==> src/ssr_pkg.sv <==
// constants, states and config carrier for the sync-pin role and fault block
package ssr_pkg;

  // timing in ns, with cycle counts derived at the 125 MHz core clock
  localparam int         CLK_NS        = 8;
  localparam int         FSW_NS        = 64;     // free-running switching period
  localparam int         DET_NS        = 2000;   // power-up qualification window
  localparam int         LOSS_NS       = 10000;  // clock-loss detection latency
  localparam logic [3:0] FREE_CYC      = 4'(FSW_NS / CLK_NS);
  // 40 % lower frequency means a period of 1/0.6 times free-running
  localparam logic [3:0] SLOW_CYC      = 4'((FSW_NS * 10) / (CLK_NS * 6));
  localparam logic [3:0] HALF_CYC      = 4'(FSW_NS / (2 * CLK_NS));
  localparam logic [8:0] DET_CYC       = 9'(DET_NS / CLK_NS);
  localparam logic [10:0] LOSS_CYC     = 11'(LOSS_NS / CLK_NS);
  // a gap of two nominal periods exceeds the slowest legal external clock
  localparam logic [4:0] GAP_CYC       = 5'((2 * FSW_NS) / CLK_NS);
  localparam logic [2:0] RESTART_EDGES = 3'h7;
  localparam logic [2:0] DET_MIN_EDGES = 3'h3;
  // synchroniser fill time after reset; edges seen before it are not real
  localparam logic [8:0] PRIME_CYC     = 9'h003;

  typedef enum logic [2:0] {
    ST_DETECT = 3'h0,
    ST_WAIT   = 3'h1,
    ST_RUN    = 3'h2,
    ST_LOST   = 3'h3,
    ST_STOP   = 3'h4,
    ST_FREE   = 3'h5
  } ssr_state_t;

  typedef struct packed {
    logic force_in;     // stored override: pin is clock input
    logic force_out;    // stored override: pin is clock output
    logic loop_slave;   // device is the loop slave of a stack
    logic loss_dis;     // clock_loss_response_disable
  } ssr_cfg_t;

endpackage

==> src/ssr_sync_ctrl.sv <==
// sync-pin role detection, clock output, edge alignment and clock-loss handling
// What the document requires
// RULE1: clock or pullup at powerup selects input role
// RULE2: no edges at powerup: drive free-running clock out
// RULE3: clock master output has 50 percent duty
// RULE4: loop slave always input, aligned to falling edge; the code lets force-output make it an output
// RULE5: external clock within twenty percent of free-running
// RULE6: external clock to stack has 50 percent duty
// RULE7: decided role holds until power cycle
// RULE8: override bits beat detection; force-input wins
// RULE9: both override bits clear by default
// RULE10: no external clock while output is forced
// RULE11: stop switching when expected clock missing
// RULE12: live unlatched sync fault status, no alert
// RULE13: loss detected in 10 us, slave runs slow
// RULE14: never-present clock keeps device idle
// RULE15: seven edges after return, then new soft-start
// RULE16: loss-disable: no fault, slow 10 us, free-run
// RULE17: qualify powerup edges over a fixed window
`timescale 1ns/1ps
`default_nettype none

module ssr_sync_ctrl (
  input  wire logic            CLK,        // core clock, 125 MHz
  input  wire logic            RESETN,     // input-supply power-on reset
  input  wire ssr_pkg::ssr_cfg_t CFG,      // stored overrides and strap
  input  wire logic            SYNC_I,     // sync pin level in
  output logic                 SYNC_O,     // sync pin drive value
  output logic                 SYNC_OE,    // sync pin output enable
  output logic                 SW_PULSE,   // start of a switching cycle
  output logic                 SWITCHING,  // converter is switching
  output logic                 SYNC_FAULT, // live sync fault status
  output logic                 ROLE_IN,    // pin role is clock input
  output logic                 ROLE_DONE,  // role has been decided
  output logic                 SOFT_START  // request a new soft-start
);

  // ----------------------------------------------------------------
  // pin synchroniser and edge detect
  // ----------------------------------------------------------------
  logic s1_r, s2_r, s3_r;

  always_ff @(posedge CLK or negedge RESETN)
  begin
    if (!RESETN)
    begin
      s1_r <= 1'b0;
      s2_r <= 1'b0;
      s3_r <= 1'b0;
    end
    else
    begin
      s1_r <= SYNC_I;
      s2_r <= s1_r;
      s3_r <= s2_r;
    end
  end

  wire rise_w     = s2_r & ~s3_r;
  wire fall_w     = ~s2_r & s3_r;
  // stacked slave takes the falling edge so the phases interleave
  wire act_edge_w = CFG.loop_slave ? fall_w : rise_w;  // RULE1 RULE4

  // ----------------------------------------------------------------
  // state, counters and decode
  // ----------------------------------------------------------------
  ssr_pkg::ssr_state_t st_r, st_nxt;
  logic [8:0]  det_r;
  logic [2:0]  dedge_r;
  logic        role_in_r;
  logic [4:0]  gap_r;
  logic [10:0] tmr_r;
  logic [2:0]  rec_r;
  logic [3:0]  ph_r, ph_nxt;

  wire det_done_w = (st_r == ssr_pkg::ST_DETECT) && (det_r == ssr_pkg::DET_CYC - 9'h001);
  // pulled-up pin: high at the end of the window with no edges seen
  wire auto_in_w  = (dedge_r >= ssr_pkg::DET_MIN_EDGES)
                  | (s2_r & (dedge_r == 3'h0));                 // RULE1 RULE2 RULE17
  wire pick_in_w  = CFG.force_in
                  | (~CFG.force_out & (CFG.loop_slave | auto_in_w));  // RULE8 RULE9 RULE4
  wire lost_w     = role_in_r && (gap_r == ssr_pkg::GAP_CYC);    // RULE13
  wire tmr_done_w = tmr_r == ssr_pkg::LOSS_CYC - 11'h001;
  wire counting_w = (st_r == ssr_pkg::ST_WAIT) || (st_r == ssr_pkg::ST_STOP)
                  || (st_r == ssr_pkg::ST_FREE);
  wire rec_done_w = counting_w && act_edge_w
                  && (rec_r == ssr_pkg::RESTART_EDGES - 3'h1);   // RULE15
  wire own_time_w = ((st_r == ssr_pkg::ST_RUN) && !role_in_r)
                  || (st_r == ssr_pkg::ST_LOST) || (st_r == ssr_pkg::ST_FREE);
  wire [3:0] per_w = (st_r == ssr_pkg::ST_LOST) ? ssr_pkg::SLOW_CYC
                                                : ssr_pkg::FREE_CYC;  // RULE13 RULE16
  wire ph_wrap_w  = ph_r == per_w - 4'h1;
  wire sw_nxt_w   = own_time_w ? ph_wrap_w
                  : ((st_r == ssr_pkg::ST_RUN) && act_edge_w);   // RULE1 RULE4
  wire run_nxt_w  = (st_nxt == ssr_pkg::ST_RUN) || (st_nxt == ssr_pkg::ST_LOST)
                  || (st_nxt == ssr_pkg::ST_FREE);
  // a return from free-running never shut down, so no new soft-start
  wire ss_nxt_w   = (st_nxt == ssr_pkg::ST_RUN) && (st_r != ssr_pkg::ST_RUN)
                  && (st_r != ssr_pkg::ST_LOST) && (st_r != ssr_pkg::ST_FREE);  // RULE15
  wire flt_nxt_w  = ~CFG.loss_dis && ((st_nxt == ssr_pkg::ST_WAIT)
                  || (st_nxt == ssr_pkg::ST_STOP));              // RULE12 RULE16
  wire role_nxt_w = det_done_w ? pick_in_w : role_in_r;
  wire so_nxt_w   = ~role_nxt_w && (st_nxt == ssr_pkg::ST_RUN)
                  && (ph_nxt < ssr_pkg::HALF_CYC);               // RULE2 RULE3

  always_comb
  begin
    st_nxt = st_r;
    case (st_r)
      ssr_pkg::ST_DETECT: if (det_done_w) st_nxt = pick_in_w ? ssr_pkg::ST_WAIT
                                                            : ssr_pkg::ST_RUN;  // RULE2
      ssr_pkg::ST_WAIT:   if (rec_done_w) st_nxt = ssr_pkg::ST_RUN;        // RULE14
      ssr_pkg::ST_RUN:    if (lost_w) st_nxt = ssr_pkg::ST_LOST;           // RULE13
      ssr_pkg::ST_LOST:
        if (act_edge_w)
          st_nxt = ssr_pkg::ST_RUN;
        else if (tmr_done_w)
          st_nxt = CFG.loss_dis ? ssr_pkg::ST_FREE : ssr_pkg::ST_STOP;    // RULE11 RULE16
      ssr_pkg::ST_STOP:   if (rec_done_w) st_nxt = ssr_pkg::ST_RUN;        // RULE15
      ssr_pkg::ST_FREE:   if (rec_done_w) st_nxt = ssr_pkg::ST_RUN;
      default:            st_nxt = ssr_pkg::ST_DETECT;
    endcase
  end

  always_comb
  begin
    if (own_time_w && (st_nxt != ssr_pkg::ST_RUN || !role_nxt_w))
      ph_nxt = (ph_wrap_w || st_nxt != st_r) ? 4'h0 : ph_r + 4'h1;
    else if (st_nxt == ssr_pkg::ST_RUN && !role_nxt_w)
      ph_nxt = (st_r == ssr_pkg::ST_RUN) ? ph_r : 4'h0;
    else
      ph_nxt = 4'h0;
  end

  // ----------------------------------------------------------------
  // registers
  // ----------------------------------------------------------------
  always_ff @(posedge CLK or negedge RESETN)
  begin
    if (!RESETN)
    begin
      st_r      <= ssr_pkg::ST_DETECT;
      det_r     <= 9'h000;
      dedge_r   <= 3'h0;
      role_in_r <= 1'b0;
      gap_r     <= 5'h00;
      tmr_r     <= 11'h000;
      rec_r     <= 3'h0;
      ph_r      <= 4'h0;
    end
    else
    begin
      st_r      <= st_nxt;
      role_in_r <= role_nxt_w;                                   // RULE7
      det_r     <= (st_r == ssr_pkg::ST_DETECT) ? det_r + 9'h001 : det_r;
      // the synchroniser leaves reset low, so a pulled-up pin would fake one edge
      if ((st_r == ssr_pkg::ST_DETECT) && (rise_w | fall_w) && (dedge_r != 3'h7)
          && (det_r >= ssr_pkg::PRIME_CYC))
        dedge_r <= dedge_r + 3'h1;                               // RULE17 RULE1
      gap_r <= (act_edge_w || st_r != ssr_pkg::ST_RUN) ? 5'h00
             : (lost_w ? gap_r : gap_r + 5'h01);
      tmr_r <= (st_r == ssr_pkg::ST_LOST) ? tmr_r + 11'h001 : 11'h000;
      rec_r <= !counting_w ? 3'h0 : (act_edge_w ? rec_r + 3'h1 : rec_r);
      ph_r  <= ph_nxt;
    end
  end

  // every output straight from a flip-flop
  always_ff @(posedge CLK or negedge RESETN)
  begin
    if (!RESETN)
    begin
      SYNC_O     <= 1'b0;
      SYNC_OE    <= 1'b0;
      SW_PULSE   <= 1'b0;
      SWITCHING  <= 1'b0;
      SYNC_FAULT <= 1'b0;
      ROLE_IN    <= 1'b0;
      ROLE_DONE  <= 1'b0;
      SOFT_START <= 1'b0;
    end
    else
    begin
      SYNC_O     <= so_nxt_w;
      SYNC_OE    <= ~role_nxt_w && (st_nxt != ssr_pkg::ST_DETECT);  // RULE10
      SW_PULSE   <= sw_nxt_w;
      SWITCHING  <= run_nxt_w;                                   // RULE11 RULE14
      SYNC_FAULT <= flt_nxt_w;                                   // RULE12
      ROLE_IN    <= role_nxt_w;
      ROLE_DONE  <= st_nxt != ssr_pkg::ST_DETECT;
      SOFT_START <= ss_nxt_w;
    end
  end

  // ----------------------------------------------------------------
  // checks
  // ----------------------------------------------------------------
  // cycles spent in the loss state, kept apart from the state timer
  logic [11:0] loss_age_r;

  always_ff @(posedge CLK or negedge RESETN)
  begin
    if (!RESETN)
      loss_age_r <= 12'h000;
    else
      loss_age_r <= (st_r == ssr_pkg::ST_LOST) ? loss_age_r + 12'h001 : 12'h000;
  end

  role_fixed_a: assert property (@(posedge CLK) disable iff (!RESETN) // RULE7
    ROLE_DONE |=> ROLE_DONE && $stable(ROLE_IN))
    else $error("role changed after decision");
  force_in_a: assert property (@(posedge CLK) disable iff (!RESETN) // RULE8
    $rose(ROLE_DONE) && CFG.force_in |-> ROLE_IN)
    else $error("force-input override ignored");
  force_out_a: assert property (@(posedge CLK) disable iff (!RESETN) // RULE8
    $rose(ROLE_DONE) && CFG.force_out && !CFG.force_in |-> !ROLE_IN && SYNC_OE)
    else $error("force-output override ignored");
  slave_in_a: assert property (@(posedge CLK) disable iff (!RESETN) // RULE4
    $rose(ROLE_DONE) && CFG.loop_slave && !CFG.force_out |-> ROLE_IN)
    else $error("loop slave not in clock-input role");
  duty_half_a: assert property (@(posedge CLK) disable iff (!RESETN) // RULE3
    $rose(SYNC_O) && SYNC_OE |=> SYNC_O [*3] ##1 !SYNC_O [*4])
    else $error("clock output not 50 percent");
  fault_idle_a: assert property (@(posedge CLK) disable iff (!RESETN) // RULE11
    SYNC_FAULT |-> !SWITCHING && !SW_PULSE)
    else $error("switching while sync fault");
  fault_dis_a: assert property (@(posedge CLK) disable iff (!RESETN) // RULE16
    CFG.loss_dis && $stable(CFG.loss_dis) |=> !SYNC_FAULT)
    else $error("fault reported while disabled");
  loss_time_a: assert property (@(posedge CLK) disable iff (!RESETN) // RULE13
    (st_r == ssr_pkg::ST_LOST) |-> (loss_age_r < {1'b0, ssr_pkg::LOSS_CYC}))
    else $error("loss detection too slow");
  restart_a: assert property (@(posedge CLK) disable iff (!RESETN) // RULE15
    $rose(SOFT_START) |-> $past(counting_w, 2) || ($past(st_r, 2) == ssr_pkg::ST_DETECT))
    else $error("soft-start without clock return");

endmodule

`default_nettype wire

==> config.mk <==
export PLATFORM = sky130hd
export DESIGN_NAME = ssr_sync_ctrl
export DESIGN_NICKNAME = d
export VERILOG_FILES = /design/src/ssr_pkg.sv /design/src/ssr_sync_ctrl.sv
export SDC_FILE = /design/constraint.sdc
export NUM_CORES = 1
export LEC_CHECK = 0
export BUFFER_PORTS_ARGS = -buffer_cell sky130_fd_sc_hd__buf_2
export CAP_MARGIN = 10
export CORE_MARGIN = 5
export CORE_UTILIZATION = 25
export CTS_CLUSTER_SIZE = 30
export DETAILED_ROUTE_END_ITERATION = 8
export PLACE_DENSITY = 0.42
export SYNTH_ARGS = -nofsm -noshare
export SYNTH_HDL_FRONTEND = slang
export SYNTH_SLANG_ARGS = --single-unit
==> constraint.sdc <==
create_clock -name CLK -period 5.2 [get_ports CLK]
set_input_delay 1.04 -clock CLK [delete_from_list [all_inputs] [get_ports CLK]]
set_output_delay 1.04 -clock CLK [all_outputs]
set_load 0.02 [all_outputs]
==> results of run 1 <==
==> Yosys cell counts (all sizes together) (2+ instances only) <==
cell	number	area (µm²)
buf	3	27.52
a22oi	2	15.01
xor2	12	105.1
or2	2	12.51
a211oi	3	22.52
nor2	28	105.1
o211ai	2	15.01
nor3	5	36.29
nor4	2	12.51
nand3b	3	22.52
and4	3	26.28
a2111oi	2	23.77
mux2i	2	20.02
inv	16	60.06
nand2	16	60.06
o21ai	9	48.80
dfrtp	49	1226
ha	15	187.7
o211a	2	20.02
and3	2	12.51
nand4	4	25.02
xnor2	12	105.1
nor2b	2	15.02
a21oi	9	45.04
nor4bb	2	20.02
nand3	18	90.09
==> flip-flops by register name, summed over array words and instances, names as in the netlist <==
signal and flops:
SYNC_FAULT 1, tmr_r 11, ROLE_DONE 1, s1_r 1, gap_r 5, det_r 9, SOFT_START 1, SW_PULSE 1
st_r 3, ph_r 4, SWITCHING 1, SYNC_OE 1, ROLE_IN 1, rec_r 3, s2_r 1, SYNC_O 1
s3_r 1, dedge_r 3
==> layer usage <==
layer / vias up / GRT usage / wire length [µm]
li1: 881 / - / -
met4: 0 / 0.03694 / 108
met2: 33 / 0.1451 / 2244
met1: 845 / 0.1256 / 2553
met5: - / 0 / 0
met3: 11 / 0.02155 / 186
==> cells in the final DEF (no fill, tap or decap), types with 2 or more instances in the layout <==
cell type  instances
a22oi_1            2
xor2_1            12
o211a_1            2
mux2i_1            2
nand4_1            4
dfrtp_1           49
and3_1             2
ha_1              15
nor4_1             2
nor2_1            28
and4_1             3
a211oi_1           3
nand3b_1           3
nor3_1             4
inv_1             16
or2_2              2
xnor2_1           12
nand2_1           16
o211ai_1           2
nand3_1           18
a21oi_1            9
buf_2             14
nor4bb_1           2
clkbuf_8           5
o21ai_0            8
==> power breakdown <==
group	total, mW	internal, mW	switching, mW
Combinational	0.158	0.0701	0.0883
Sequential	0.476	0.425	0.0509
Clock	0.264	0.140	0.125
Total	0.899	0.635	0.264
==> worst max path at each step <==
stage,end,start,cells past startpoint,slack (ns)
after floorplan,SYNC_FAULT$_DFF_PN0_,CFG[1],5,2.86
after global placement,SOFT_START$_DFF_PN0_,CFG[1],6,2.50
after detailed placement,SOFT_START$_DFF_PN0_,CFG[1],6,2.45
after CTS,SOFT_START$_DFF_PN0_,CFG[1],6,2.73
after global routing,SYNC_OE$_DFF_PN0_,CFG[1],6,2.59
final,SOFT_START$_DFF_PN0_,CFG[1],6,2.71
==> worst max-delay path, cell delays in order <==
cell and delay, ns:
buf_2 0.12, mux2i_1 0.51, nand3_1 0.24, o211ai_1 0.41, a211oi_1 0.12, and3b_2 0.24
==> layout make-up <==
cell class                      count  share of cell area
Timing Repair Buffer               15             0.02742
Clock buffer                        5             0.02433
Inverter                           16             0.02123
Tap cell                          133             0.05882
Multi-Input combinational cell    174              0.4224
Clock inverter                      2             0.01238
Sequential cell                    49              0.4334
==> kinds of logic (layout without fill, tap and decap cells) <==
group	after synthesis	count (layout)	share of synthesized area
muxes	3	3	0.01245
buffers and inverters	20	38	0.03635
DFF	49	49	0.4880
xor gates and xnor gates	24	24	0.08366
adders and majority gates	15	15	0.07470
AOI/OAI and AO/OA	36	36	0.1011
and+or+nand+nor	96	96	0.2037
==> stage by stage <==
step | std cells | cell area, µm² | total power, mW | hold slack (ns) | setup slack [ns]
floorplan | 243 | 2512 | 0.5926 | 0.3312 | 2.860
global placement | 387 | 2725 | 0.6408 | 0.3328 | 2.498
CTS | 394 | 2829 | 0.9126 | 0.3585 | 2.732
global route | 394 | 2829 | 0.9540 | 0.3644 | 2.587
finish | 394 | 2829 | 0.8986 | 0.3549 | 2.712
detailed placement | 387 | 2725 | 0.6432 | 0.3370 | 2.450
==> flow_metrics.env, run 1 <==
export IMPL_io_buffers=14
export IMPL_core_um2=9774
export IMPL_dr_total_vias=1770
export IMPL_synth_edf_count=0
export IMPL_cts_repair_resized=0
export IMPL_hold_class="reg -> reg"
export IMPL_grtUsageTotal=0.09333
export IMPL_gp_congestion=0.7602
export IMPL_dr_pass1_iters=4
export IMPL_clock_skew_ns=0.009087
export IMPL_grt_max_degree=50
export IMPL_ys_seq_area_frac=0.4880
export IMPL_final_max_slew_viol_count=0
export IMPL_grt_pass1_vias=1833
export IMPL_setup_viol=0
export IMPL_relSlewSlack=0.5435
export IMPL_status="completed"
export IMPL_worstMarginPinSlew_ns=0.6834
export IMPL_pin_count=15
export IMPL_clockBufferDepth=2
export IMPL_seq_area_um2=1226
export IMPL_dieArea_um2=12150
export IMPL_power_leakage_nw=1.282
export IMPL_clock_sinks=49
export IMPL_drive_above_1_share=0.1379
export IMPL_htreeDepth=2
export IMPL_ctsRootBufferMaster="clkbuf_8"
export IMPL_min_period_over_period=0.4785
export IMPL_peakVddDrop_uv=105.5
export IMPL_drt_total_wl_um=5093
export IMPL_drc=0
export IMPL_wl_per_cell_um=12.93
export IMPL_rr_worst_depth=5
export IMPL_postSynth_asyncResetShare=1.000
export IMPL_row_count=36
export IMPL_syn_inst=243
export IMPL_postLayoutCoreUtil=0.2894
export IMPL_reg2reg_from="st_r[2]$_DFF_PN0_"
export IMPL_syn_area_um2=2512
export IMPL_die_w_um=110.2
export IMPL_start_util=0.2570
export IMPL_cap_violations=0
export IMPL_power_density_nw_per_um2=317.6
export IMPL_grt_pass1_wl_um=8859
export IMPL_cp_end_kind="register"
export IMPL_cts_tree="done"
export IMPL_crit_required_ns=5.39
export IMPL_min_to="s2_r$_DFF_PN0_"
export IMPL_arrival_ns=2.68
export IMPL_gr_total_overflow=0
export IMPL_initialDrtViolationCount=47
export IMPL_clkTransAtPathRegs_ns=0.09
export IMPL_syn_num_nets=265
export IMPL_multiInputGateArea_um2=1195
export IMPL_antenna_left=0
export IMPL_yosysWarnings=0
export IMPL_antenna_cells=0
export IMPL_setup_worst_path_start_class="input port"
export IMPL_dpl_hpwl_um=3668
export IMPL_ys_ff_latch=49
export IMPL_r2r_slack_ns=2.86
export IMPL_synth_cell_types=49
export IMPL_hp_start="s1_r$_DFF_PN0_"
export IMPL_postCtsSetupRepairBufs=0
export IMPL_r2r_end="SYNC_FAULT$_DFF_PN0_"
export IMPL_syn_avg_cell_area_um2=10.34
export IMPL_area_delta_synth_final_pct=12.60
export IMPL_rsz0062_at_grt="no"
export IMPL_min_period_ns=2.488
export IMPL_synth_flop_cell="dfrtp_1"
export IMPL_cts_hold_buf=0
export IMPL_worstHoldPathCells=0
export IMPL_num_nets_final=283
export IMPL_clock_latency_ns=0.30
export IMPL_num_fill_cells=1031
export IMPL_antenna_found_initial=0
export IMPL_path_class="in -> reg"
export IMPL_avgViaCountPerCell=4.492
export IMPL_fin_tns_setup_ns=0
export IMPL_cts_buffers=5
export IMPL_fmax_ghz=0.4019
export IMPL_die_y_um=110.2
export IMPL_critPathMaxFanout=7
export IMPL_hold_viol_final=0
(Power assumes the default switching activity.)
==> run 2: changes to the inputs <==
Settings changed: PLACE_DENSITY 0.42 to 0.43.
Clock period 5.2 ns to 2.1 ns, I/O delays scaled along.
==> run 2 against run 1 <==
Effect of this change:
- non-clock buffer count increased by 14
- first-iteration DRC count increased by 130%
- count of clock-buffer cells in the layout increased by 2
- die area unchanged
- sequential cell count unchanged
- sequential share of layout area decreased by 1.9 points
- design area increased by 4.7%
- global-route usage decreased by 0.14 points
- routed wire length decreased by 0.26%
==> flow_metrics.env, run 2 (synthesized netlist as in run 1, its figures left out) <==
export IMPL_gr_total_overflow=0
export IMPL_clockBufferDepth=2
export IMPL_die_w_um=110.2
export IMPL_antenna_left=0
export IMPL_clock_latency_ns=0.30
export IMPL_placed_area_um2=2835
export IMPL_die_y_um=110.2
export IMPL_antenna_found_initial=0
export IMPL_core_um2=9774
export IMPL_grt_max_degree=29
export IMPL_antenna_cells=0
export IMPL_clock_sinks=49
export IMPL_stdcell_area_um2=2962
export IMPL_peakVddDrop_uv=208.6
export IMPL_critPathMaxFanout=3
export IMPL_dieArea_um2=12150
export IMPL_cp_end_kind="register"
export IMPL_grt_pass1_vias=1797
export IMPL_reg_largest_list="tmr_r x11, det_r x9, gap_r x5"
export IMPL_pin_count=15
export IMPL_area_delta_synth_final_pct=17.88
export IMPL_cts_tree="done"
export IMPL_dpl_hpwl_um=3789
export IMPL_grtUsageTotal=0.09198
export IMPL_cpPeakStageDelay_ns=0.57
export IMPL_largest_reg_flops=11
export IMPL_cts_hold_buf=0
export IMPL_crit_required_ns=2.33
export IMPL_min_period_over_period=0.9509
export IMPL_dr_pass1_iters=4
export IMPL_switchingPower_mw=0.6465
export IMPL_start_util=0.2570
export IMPL_swShare=0.2963
export IMPL_status="completed"
export IMPL_avgViaCountPerCell=4.352
export IMPL_dr_total_vias=1780
export IMPL_final_max_slew_viol_count=0
export IMPL_power_leakage_nw=1.365
export IMPL_num_nets_final=297
export IMPL_arrival_ns=2.22
export IMPL_clock_skew_ns=0.003596
export IMPL_p_seq_frac=0.538
export IMPL_setup_worst_path_start_class="register"
export IMPL_relSlewSlack=0.5983
export IMPL_path_class="reg -> reg"
export IMPL_gp_congestion=0.7410
export IMPL_wl_per_cell_um=12.42
export IMPL_postLayoutCoreUtil=0.3030
export IMPL_num_fill_cells=1025
export IMPL_min_period_ns=1.997
export IMPL_cts_buffers=5
export IMPL_hold_viol_final=0
export IMPL_cp_slowest_cell="or4_4"
export IMPL_cap_violations=0
export IMPL_power_density_nw_per_um2=736.7
export IMPL_drc=0
export IMPL_drt_total_wl_um=5080
export IMPL_grt_pass1_wl_um=8721
export IMPL_initialDrtViolationCount=110
export IMPL_clkPwrFrac=0.278
export IMPL_mostFrequentLayoutCells="dfrtp_1, nor2_1, nand3_1, inv_1, nand2_1"
export IMPL_drive_above_1_share=0.1957
export IMPL_worstMarginPinSlew_ns=0.5874
export IMPL_mostFrequentLayoutCell="dfrtp_1"
export IMPL_ctsRootBufferMaster="clkbuf_8"
export IMPL_fmax_ghz=0.5008
export IMPL_path_cells="or3_1 > or4_4 > nor3_4 > nor2_1 > a31oi_2"
export IMPL_setup_viol=0
export IMPL_clkTransAtPathRegs_ns=0.08
export IMPL_r2r_slack_ns=0.10
export IMPL_io_buffers=14
export IMPL_row_count=36
export IMPL_power_internal_mw=1.535
export IMPL_htreeDepth=2
export IMPL_pwr_share_comb=0.184
export IMPL_hold_class="in -> async"
export IMPL_regMostFlops="tmr_r"
-- run 2: changes by cell type in the layout (fill, tap and decap cells not counted), moves of 2 or more --
cell      before  now
o21ai_0        8    6
o21ai_1        0    2
clkbuf_8       5    7
buf_4          1   14
-- run 2: power groups by stage --
stage,clock (mW),combinational (mW),sequential (mW)
after floorplan,0,0.294,1.17
after global placement,0,0.405,1.19
after detailed placement,0,0.408,1.19
after CTS,0.639,0.409,1.18
after global routing,0.676,0.475,1.20
final,0.606,0.402,1.17
-- run 2: worst paths after layout --
check                                  start                      to  cells after the start
hold reg to reg               s1_r$_DFF_PN0_          s2_r$_DFF_PN0_                      0
min in group CLK                      SYNC_I          s1_r$_DFF_PN0_                      1
max in group asynchronous             RESETN  dedge_r[0]$_DFFE_PN0P_                      2
hold / removal                        RESETN          s1_r$_DFF_PN0_                      1
setup reg to reg           st_r[2]$_DFF_PN0_       SYNC_OE$_DFF_PN0_                      5
setup / recovery           st_r[2]$_DFF_PN0_       SYNC_OE$_DFF_PN0_                      5
-- run 2: cell type report --
type | instances | area (µm²) | area share
timing repair buffer | 29 | 195.2 | 0.06591
sequential | 49 | 1226 | 0.4140
multi-input combinational | 174 | 1212 | 0.4094
inverter | 16 | 60.06 | 0.02028
tap | 133 | 166.4 | 0.05619
clock inverter | 1 | 5.005 | 0.001690
clock buffer | 7 | 96.34 | 0.03253
-- run 2: worst max-delay path: cells and delay by family, from the launching register on --
kind | cells | cell delay (ns)
AOI/OAI and AO/OA | 1 | 0.14
DFF | 1 | 0.38
and+or+nand+nor | 4 | 1.40
-- run 2: metal layers --
metal  routed length [µm]  track usage  up-vias
li1                     -            -      904
met1                 2561       0.1267      840
met2                 2258       0.1438       30
met3                  204      0.02213        6
met4                   55      0.02639        0
met5                    0            0        -
-- run 2: stage by stage --
step,power (mW),TNS (ns),setup WS (ns),hold WS (ns),std cells
after floorplan,1.467,0,0.05832,0.1244,243
after global placement,1.600,-0.03235,-0.03235,0.3430,400
after detailed placement,1.600,0,0.03123,0.3362,400
after CTS,2.223,0,0.01004,0.1127,408
after global routing,2.348,-0.001900,-0.001900,0.1368,409
final,2.182,0,0.1032,0.09047,409
-- run 2: what timing repair did --
action                                  CTS  global route
buffers inserted                          0             1
resized for setup                         0             6
endpoints found under the setup margin    0            12
